File: src/pbcd_pkg.sv
// Purpose: constants and types for the pseudo-static ram bus command decoder
// Assumes: all bus pins sampled synchronously to clk
// Notes:   mode select codes follow the two-bit field carried on address bits 15..14
package pbcd_pkg;

    localparam int         DATA_W        = 16;
    localparam int         ADDR_W        = 23;
    localparam int         MODE_LSB      = 14;
    localparam int         MODE_MSB      = 15;
    localparam logic [1:0] MODE_ASYNC    = 2'h0;
    localparam logic [1:0] MODE_SRD_AWR  = 2'h1;
    localparam logic [1:0] MODE_SRD_SWR  = 2'h2;
    localparam logic [1:0] MODE_RESET    = 2'h0;
    localparam logic [1:0] LANES_OFF_N   = 2'h3;

    typedef enum logic [3:0] {
        PBCD_ST_STANDBY  = 4'h0,
        PBCD_ST_REFRESH  = 4'h1,
        PBCD_ST_IDLE     = 4'h2,
        PBCD_ST_READ     = 4'h3,
        PBCD_ST_WRITE    = 4'h4,
        PBCD_ST_MODE_SET = 4'h5,
        PBCD_ST_BRD      = 4'h6,
        PBCD_ST_BWR      = 4'h7
    } pbcd_state_t;

endpackage

File: src/pbcd_decode.sv
// Purpose: decodes host control pins of a 16-bit pseudo-static ram into operating states
// Assumes: host drives every control pin to a valid level; pins are synchronous to clk
// Notes:   burst latency and sequencing are outside this block; the bus clock is a
//          sampled input, its rising edge found against clk
`timescale 1ns/1ns
module pbcd_decode #(
    parameter int DATA_W = pbcd_pkg::DATA_W,
    parameter int ADDR_W = pbcd_pkg::ADDR_W
) (
    input  wire logic              clk,
    input  wire logic              arst_n,
    input  wire logic              chip_sel_n,
    input  wire logic              mode_reg_set_n,
    input  wire logic              out_en_n,
    input  wire logic              write_n,
    input  wire logic              low_byte_lane_n,
    input  wire logic              high_byte_lane_n,
    input  wire logic              addr_valid_n,
    input  wire logic              bus_clk,
    input  wire logic [ADDR_W-1:0] addr,
    input  wire logic              pending_in,
    input  wire logic [DATA_W-1:0] mem_rdata,
    input  wire logic [DATA_W-1:0] dq_in,
    output logic      [DATA_W-1:0] dq_out,
    output logic      [1:0]        dq_oe_n,
    output logic                   data_pending_n_out,
    output logic                   data_pending_n_oe_n,
    output logic      [1:0]        op_mode_field,
    output logic      [3:0]        bus_state,
    output logic                   array_subset_refresh,
    output logic                   wr_strobe,
    output logic      [1:0]        wr_lane,
    output logic      [DATA_W-1:0] wr_data,
    output logic                   burst_start
);

    localparam int HALF = DATA_W / 2;

    if (DATA_W != pbcd_pkg::DATA_W || ADDR_W <= pbcd_pkg::MODE_MSB) begin : g_bad_size
        $error("pbcd_decode: unsupported DATA_W or ADDR_W");
    end

    logic [1:0]            op_mode_q;
    pbcd_pkg::pbcd_state_t state_q;
    pbcd_pkg::pbcd_state_t state_d;
    logic                  bus_clk_q;
    logic                  clk_rise;
    logic                  sync_mode;
    logic                  any_lane;
    logic                  mode_set;
    logic [DATA_W-1:0]     dq_out_q;
    logic [1:0]            dq_oe_n_q;
    logic                  pend_q;
    logic                  pend_oe_n_q;
    logic                  wr_strobe_q;
    logic [1:0]            wr_lane_q;
    logic [DATA_W-1:0]     wr_data_q;
    logic                  burst_start_q;
    logic                  refresh_q;

    // active-low lanes to an active-high pair {high, low}
    function automatic logic [1:0] lanes(input logic lo_n, input logic hi_n);
        lanes = {~hi_n, ~lo_n};
    endfunction

    // the unused fourth code is not a clocked mode and decodes to idle whenever selected and not a mode set
    assign sync_mode = (op_mode_q == pbcd_pkg::MODE_SRD_AWR)
                       || (op_mode_q == pbcd_pkg::MODE_SRD_SWR);
    assign any_lane  = |lanes(low_byte_lane_n, high_byte_lane_n);
    // only host-driven pins decide the state; pending_in is never read here
    assign mode_set  = !chip_sel_n && !mode_reg_set_n && out_en_n && !write_n
                       && !low_byte_lane_n && !high_byte_lane_n;
    assign clk_rise  = bus_clk && !bus_clk_q;

    always_ff @(posedge clk or negedge arst_n) begin
        if (!arst_n) begin
            bus_clk_q <= 1'b0;
        end else begin
            bus_clk_q <= bus_clk;
        end
    end

    always_comb begin
        state_d = pbcd_pkg::PBCD_ST_IDLE;
        if (chip_sel_n) begin
            state_d = mode_reg_set_n ? pbcd_pkg::PBCD_ST_STANDBY
                                     : pbcd_pkg::PBCD_ST_REFRESH;
        end else if (mode_set) begin
            state_d = pbcd_pkg::PBCD_ST_MODE_SET;
        end else if (!mode_reg_set_n) begin
            state_d = pbcd_pkg::PBCD_ST_IDLE;
        end else begin
            // a clocked command needs no byte lane; plain transfers do
            case (op_mode_q)
                pbcd_pkg::MODE_ASYNC: begin
                    // clock and addr_valid_n play no part here
                    if (!any_lane) state_d = pbcd_pkg::PBCD_ST_IDLE;
                    else if (!write_n) state_d = pbcd_pkg::PBCD_ST_WRITE;
                    else if (!out_en_n) state_d = pbcd_pkg::PBCD_ST_READ;
                end
                pbcd_pkg::MODE_SRD_AWR: begin
                    if (!write_n) begin
                        if (any_lane) state_d = pbcd_pkg::PBCD_ST_WRITE;
                    end else if (state_q == pbcd_pkg::PBCD_ST_BRD
                                 || (clk_rise && !addr_valid_n)) begin
                        state_d = pbcd_pkg::PBCD_ST_BRD;
                    end
                end
                pbcd_pkg::MODE_SRD_SWR: begin
                    if (clk_rise && !addr_valid_n) begin
                        state_d = write_n ? pbcd_pkg::PBCD_ST_BRD
                                          : pbcd_pkg::PBCD_ST_BWR;
                    end else if (state_q == pbcd_pkg::PBCD_ST_BRD
                                 || state_q == pbcd_pkg::PBCD_ST_BWR) begin
                        state_d = state_q;
                    end
                end
                default: state_d = pbcd_pkg::PBCD_ST_IDLE;
            endcase
        end
    end

    always_ff @(posedge clk or negedge arst_n) begin
        if (!arst_n) begin
            state_q <= pbcd_pkg::PBCD_ST_STANDBY;
        end else begin
            state_q <= state_d;
        end
    end

    always_ff @(posedge clk or negedge arst_n) begin
        if (!arst_n) begin
            op_mode_q <= pbcd_pkg::MODE_RESET;
        end else if (mode_set) begin
            op_mode_q <= addr[pbcd_pkg::MODE_MSB:pbcd_pkg::MODE_LSB];
        end
    end

    // start pulse only on a sampled clock edge while selected and in a clocked mode
    always_ff @(posedge clk or negedge arst_n) begin
        if (!arst_n) begin
            burst_start_q <= 1'b0;
        end else begin
            burst_start_q <= sync_mode && !chip_sel_n && mode_reg_set_n && clk_rise
                             && !addr_valid_n
                             && (!write_n ? op_mode_q == pbcd_pkg::MODE_SRD_SWR : 1'b1);
        end
    end

    // read data drive, per byte lane
    always_ff @(posedge clk or negedge arst_n) begin
        if (!arst_n) begin
            dq_oe_n_q <= pbcd_pkg::LANES_OFF_N;
            dq_out_q  <= '0;
        end else begin
            dq_out_q <= mem_rdata;
            if (state_d == pbcd_pkg::PBCD_ST_READ || state_d == pbcd_pkg::PBCD_ST_BRD) begin
                dq_oe_n_q <= out_en_n ? pbcd_pkg::LANES_OFF_N
                                      : ~lanes(low_byte_lane_n, high_byte_lane_n);
            end else begin
                dq_oe_n_q <= pbcd_pkg::LANES_OFF_N;
            end
        end
    end

    // write capture, masked per lane
    always_ff @(posedge clk or negedge arst_n) begin
        if (!arst_n) begin
            wr_strobe_q <= 1'b0;
            wr_lane_q   <= 2'h0;
            wr_data_q   <= '0;
        end else begin
            wr_strobe_q <= 1'b0;
            wr_lane_q   <= 2'h0;
            if (state_d == pbcd_pkg::PBCD_ST_WRITE
                || (state_d == pbcd_pkg::PBCD_ST_BWR && state_q == pbcd_pkg::PBCD_ST_BWR
                    && clk_rise && addr_valid_n)) begin
                wr_strobe_q <= 1'b1;
                wr_lane_q   <= lanes(low_byte_lane_n, high_byte_lane_n);
                wr_data_q[HALF-1:0]      <= low_byte_lane_n ? wr_data_q[HALF-1:0]
                                                            : dq_in[HALF-1:0];
                wr_data_q[DATA_W-1:HALF] <= high_byte_lane_n ? wr_data_q[DATA_W-1:HALF]
                                                             : dq_in[DATA_W-1:HALF];
            end
        end
    end

    // refresh flag registered so the pin comes from a flip-flop
    always_ff @(posedge clk or negedge arst_n) begin
        if (!arst_n) begin
            refresh_q <= 1'b0;
        end else begin
            refresh_q <= (state_d == pbcd_pkg::PBCD_ST_REFRESH);
        end
    end

    // wait indicator: released in async mode, driven from the core in clocked modes while chip_sel_n is low
    always_ff @(posedge clk or negedge arst_n) begin
        if (!arst_n) begin
            pend_q      <= 1'b1;
            pend_oe_n_q <= 1'b1;
        end else begin
            pend_q      <= ~pending_in;
            pend_oe_n_q <= !(sync_mode && !chip_sel_n);
        end
    end

    assign dq_out               = dq_out_q;
    assign dq_oe_n              = dq_oe_n_q;
    assign data_pending_n_out   = pend_q;
    assign data_pending_n_oe_n  = pend_oe_n_q;
    assign op_mode_field        = op_mode_q;
    assign bus_state            = state_q;
    assign array_subset_refresh = refresh_q;
    assign wr_strobe            = wr_strobe_q;
    assign wr_lane              = wr_lane_q;
    assign wr_data              = wr_data_q;
    assign burst_start          = burst_start_q;

endmodule

File: config.mk
export PLATFORM = sky130hd
export DESIGN_NAME = pbcd_decode
export DESIGN_NICKNAME = d
export VERILOG_FILES = /design/src/pbcd_pkg.sv /design/src/pbcd_decode.sv
export SDC_FILE = /design/constraint.sdc
export NUM_CORES = 1
export LEC_CHECK = 0
export BUFFER_PORTS_ARGS = -buffer_cell sky130_fd_sc_hd__buf_2
export CAP_MARGIN = 20
export CORE_AREA = 2 2 76 71
export CTS_CLUSTER_SIZE = 30
export DETAILED_ROUTE_END_ITERATION = 16
export DIE_AREA = 0 0 78 73
export GPL_TIMING_DRIVEN = 1
export PLACE_DENSITY = 0.84
export SKIP_CTS_REPAIR_TIMING = 1
export SLEW_MARGIN = 0
export SYNTH_ARGS = -nofsm -noshare
export SYNTH_HDL_FRONTEND = slang
export SYNTH_SLANG_ARGS = --single-unit
File: constraint.sdc
create_clock -name clk -period 1.9 [get_ports clk]
set_input_delay 0.19 -clock clk [delete_from_list [all_inputs] [get_ports clk]]
set_output_delay 0.19 -clock clk [all_outputs]
set_load 0.01 [all_outputs]
After elaboration in Yosys (flattened, before gate mapping):

Cells that the tools add are included.

* equal/unequal tests: 9
* multiplexer cells: 19
* bitwise gates (word level): 4
* reductions and logical operators: 32

Operator list (number)
* 2-to-1 mux 4 bit: 6
* == test 4 x 3 -> 1 bit, second input constant: 5
* logical AND 1 bit: 15
* 2-to-1 mux 3 bit: 4
* case mux 4 bit (3 select lines): 1
* zero test 1 bit: 8
* 2-to-1 mux 2 bit: 3
* logical OR 1 bit: 5
* 2-to-1 mux 1 bit: 5
* == test 4 x 1 -> 1 bit, second input constant: 1
* == test 4 x 2 -> 1 bit, second input constant: 1
* AND reduction 2 bit: 2
* inverter 1 bit: 3
* == test 2 x 1 -> 1 bit, second input constant: 1
* == test 2 bit, second input constant: 1
* zero test 2 bit: 1
* inverter 2 bit: 1
* OR reduction 2 bit: 1

* register bits: 48
* input bits: 66
* output and inout bits: 47

Depth between registers and ports, before layout:

* depth in word-level cells: 16
* depth in mapped cells: 7
* depth with buffers taken out: 7

Least setup slack after synthesis:

No wires, ideal clock.

* kind: register -> register
* start: register op_mode_q[0], in the netlist op_mode_field[0]
* end: register wr_data_q[0], in the netlist wr_data[0]
* library setup time: 0.125 ns
* data arrival time: 1.986 ns
* slack: -0.210 ns
* cell stages (with the launch flop): 8
* path buffers: 0
* period minus slack after synthesis: 2.110 ns
* cells stage by stage: dfrtp_1 inv_1 ha_1 or2_2 a211oi_1 a21o_1 nand4b_4 mux2_2

* word-level cells in the longest chain between the ends: 11
* elaborated cells on any way between the ends: 14
* classes of those cells: eq/ne (4); mux (4); reduce/logical (6)

RTL lines
* start: declaration: RTL line pbcd_decode.sv:43 `logic [1:0] op_mode_q;`
* start signal: assignment: RTL line pbcd_decode.sv:133 `op_mode_q <= pbcd_pkg::MODE_RESET;`
* start signal: assignment: RTL line pbcd_decode.sv:135 `op_mode_q <= addr[pbcd_pkg::MODE_MSB:pbcd_pkg::MODE_LSB];`
* == test 2 bit, or another cell as far along: RTL line pbcd_decode.sv:94 `case (op_mode_q)`
* case mux 4 bit (3 select lines) (*): RTL line pbcd_decode.sv:94
* 2-to-1 mux 4 bit (*): RTL line pbcd_decode.sv:90 `end else if (!mode_reg_set_n) begin`
* 2-to-1 mux 4 bit (*): RTL line pbcd_decode.sv:88 `end else if (mode_set) begin`
* 2-to-1 mux 4 bit (*): RTL line pbcd_decode.sv:85 `if (chip_sel_n) begin`
* == test 4 x 3 -> 1 bit: RTL line pbcd_decode.sv:176 `|| (state_d == pbcd_pkg::PBCD_ST_BWR && state_q == pbcd_pkg::PBCD_ST_BWR`
* logical AND 1 bit: RTL line pbcd_decode.sv:176
* logical AND 1 bit (2 in series): RTL line pbcd_decode.sv:177 `&& clk_rise && addr_valid_n)) begin`
* logical OR 1 bit (*): RTL line pbcd_decode.sv:176
* AND reduction 2 bit (no source line) (*)
* end signal: indexed assignment: RTL line pbcd_decode.sv:180 `wr_data_q[HALF-1:0] <= low_byte_lane_n ? wr_data_q[HALF-1:0]`
* end signal: indexed assignment: RTL line pbcd_decode.sv:182 `wr_data_q[DATA_W-1:HALF] <= high_byte_lane_n ? wr_data_q[DATA_W-1:HALF]`
* end: declaration: RTL line pbcd_decode.sv:57 `logic [DATA_W-1:0] wr_data_q;`

Every way passes the cells marked *; elsewhere a longest branch is shown, timed or not.
A chain may end at the register's enable or synchronous reset.

Worst setup path after layout:

* start: register op_mode_q[1], in the netlist op_mode_field[1]
* end: register wr_data_q[3], in the netlist wr_data[3]

The elaborated chain is that of the path after synthesis.

==> results.md <==
- H-tree depth: 2
- Crit path cell chain: inv_4 > ha_4 > buf_6 > a21oi_1 > o22a_2 > a21oi_4 > buf_12 > nand4b_4 > mux2_4
- Mapped Area: 1810 um^2
- Tcrit/Tclk final: 1.063
- Core area: 5005 um^2
- Die X: 78 um
- Clk sink count: 48
- Max stage delay on crit path: 0.44 ns
- Hold crit path type: in -> reg
- Placer Congestion: 0.8002
- Final core occ: 0.5783
- Critical Path RT: 2.07 ns
- PwrDens: 831.1 nW/um^2
- Fill cell count: 421
- Routed Antenna Nets: 0
- Final min period: 2.019 ns
- DRC errors left: 0
- Slowest-stage cell, CP: dfrtp_2
- Total Neg Setup Slack: -1.511 ns
- Critical-path maximum fanout: 5
- Number of diodes: 0
- Clock buffer depth: 2
- Initial Utilization: 0.3617
- PortBufs: 91
- CP Class: reg -> reg
- First-pass GRT wire length: 5.961 mm
- Starting DRT DRC Count: 96
- Clock-pin slew on the worst setup and hold paths: 0.08 ns
- Final slew viol count: 0
- Total number of vias: 1,480
- Total Routing Usage GR: 0.1353
- Syn Nets: 193
- IO Pins: 113
- Slew of the pin with the lowest slew margin: 0.7875 ns
- Max frequency: 495.4 MHz
- Pre-Repair DR Iteration Count: 4
- Layout Skew: 0.007814 ns
- Unique masters post-synth: 33
- Leak pwr: 1.572 nW
- Endpoint type of the worst setup path: flop
- Inst Count DP: 291
- Initial antenna violation count: 0
- DP HPWL: 2.913 mm
- WP data arrival: 2.19 ns
- Final wirelength: 4.420 mm
- Layout cell share with drive strength beyond 1: 0.6000
- GRT Residual Overflow: 0
- Final hold viol count: 0
- Layout area overhead: 59.85%
- Post-synth ARST share: 1.000
- Status: complete, but fails checks
- Flops & latches, synth: 48
- Vias in the first global route: 1,322
- Synth Warn #: 0
- Type of origin of the critical path: flop
- Finished Layout Cells: 322
- Synth Area per Inst: 14.72 um^2
- Total power: 2.405 mW
- Via/cell ratio: 4.596
- Post-Synthesis Cells: 123
- Die Y: 73 um
- CTS Buf Count: 5
- Failing checks: negative setup slack
- Clk_lat worst skew: 0.29 ns
- Root Driver: clkbuf_8
- EDFF count, synth: 0
- Sequential share of the synthesized area: 0.6662
- Max Cap Viol: 0
- Post-synth top flop: dfrtp_1
- Drt wl/cell: 13.73 um
- Final WS setup: -0.1188 ns
- Net count, final: 324
- Slew HR: 0.4731
- Site Rows: 25
- DIE AREA: 5694 um^2
- RSZ-0062 raised after global routing: true
- Largest net degree at the start of global routing: 28
- CTS tree: built
- Final setup fails: 16
- Worst VDD drop: 0.4127 mV
==> layer usage <==
| metal | up-vias | routed length [um] | global-route usage |
|---|---|---|---|
| li1 | 691 | - | - |
| met1 | 715 | 1764 | 0.1559 |
| met2 | 66 | 2270 | 0.2328 |
| met3 | 8 | 318 | 0.04703 |
| met4 | 0 | 67 | 0.05458 |
| met5 | - | 0 | 0 |
==> synth_stat cells (3+ instances only) <==
cell	instances	area, um^2
dfrtp_1	44	1101
dfstp_2	4	105.1
ha_1	4	50.05
inv_1	6	22.52
mux2_2	17	191.4
nand2_1	4	15.01
nand2b_1	3	18.77
nand3b_1	3	22.52
nor2_1	8	30.03
o21ai_0	3	15.01
==> flip-flops by register name, indices dropped and copies added, names as in the netlist <==
name,flops
array_subset_refresh,1
burst_start,1
bus_clk_q,1
bus_state,4
data_pending_n_oe_n,1
data_pending_n_out,1
dq_oe_n,2
dq_out,16
op_mode_field,2
wr_data,16
wr_lane,2
wr_strobe,1
==> path summary, 6_finish.rpt <==
path                            slack [ns]                 end  cells after the start             start
max in group asynchronous             0.93  data_pending_n_out                      3            arst_n
worst min-delay path                  0.02           bus_clk_q                      1           bus_clk
min in group asynchronous             0.39          dq_out[11]                      2            arst_n
worst min register to register        0.50          wr_data[7]                      1        wr_data[7]
worst max-delay path                 -0.12          wr_data[3]                      9  op_mode_field[1]
worst max register to register       -0.12          wr_data[3]                      9  op_mode_field[1]
==> logic make-up after synthesis <==
| group | after synthesis | synth area share |
|---|---|---|
| DFF | 48 | 0.6662 |
| buffers and inverters | 6 | 0.01244 |
| muxes | 17 | 0.1057 |
| other | 1 | 0.002071 |
| adders and majority gates | 4 | 0.02764 |
| and+or+nand+nor | 33 | 0.1244 |
| xor gates and xnor gates | 1 | 0.004838 |
| AOI/OAI and AO/OA | 13 | 0.05667 |
==> area by class of cell <==
type                    instances  area [um^2]  share of cell area
well taps                      67        83.83             0.02897
clock inverters                 2        35.03             0.01211
flip-flops and latches         48         1209              0.4176
repair buffers                122        765.7              0.2646
inverters                       6        27.53            0.009511
clock buffers                   6        72.57             0.02508
multi-input cells              71        700.7              0.2421
==> placed cells by master, fill, tap and decap left out, types with 3 or more instances in the layout <==
master,instances
nand2_1,4
dlygate4sd3_1,18
ha_4,3
buf_2,91
nand3b_1,3
mux2_2,15
inv_1,4
dfstp_2,4
o21ai_0,3
nor2_1,8
dfrtp_1,42
buf_4,9
clkbuf_8,5
==> through the flow <==
stage	setup WS (ns)	instance area, um^2	hold WS [ns]
floorplan	-0.1132	1848	-0.1056
global placement	-0.1524	2475	0.1837
detailed placement	-0.1869	2475	0.1827
CTS	-0.2111	2582	-0.1432
global route	-0.2192	2894	0.01961
finish	-0.1188	2894	0.02349
==> report_power, final <==
| part | internal [mW] | switching [mW] | leakage (nW) | total, mW |
|---|---|---|---|---|
| Sequential | 1.10 | 0.0430 | 0.601 | 1.15 |
| Combinational | 0.296 | 0.263 | 0.916 | 0.560 |
| Clock | 0.390 | 0.309 | 0.0552 | 0.700 |
| Total | 1.79 | 0.616 | 1.57 | 2.41 |
==> worst max-delay path: cells and delay by family, from the launching register on <==
family | cells | cell delay, ns
and+or+nand+nor | 1 | 0.17
buffers and inverters | 3 | 0.32
DFF | 1 | 0.44
muxes | 1 | 0.36
AOI/OAI and AO/OA | 3 | 0.44
adders and majority gates | 1 | 0.15
Note: power is estimated with default switching activity, not from simulation.
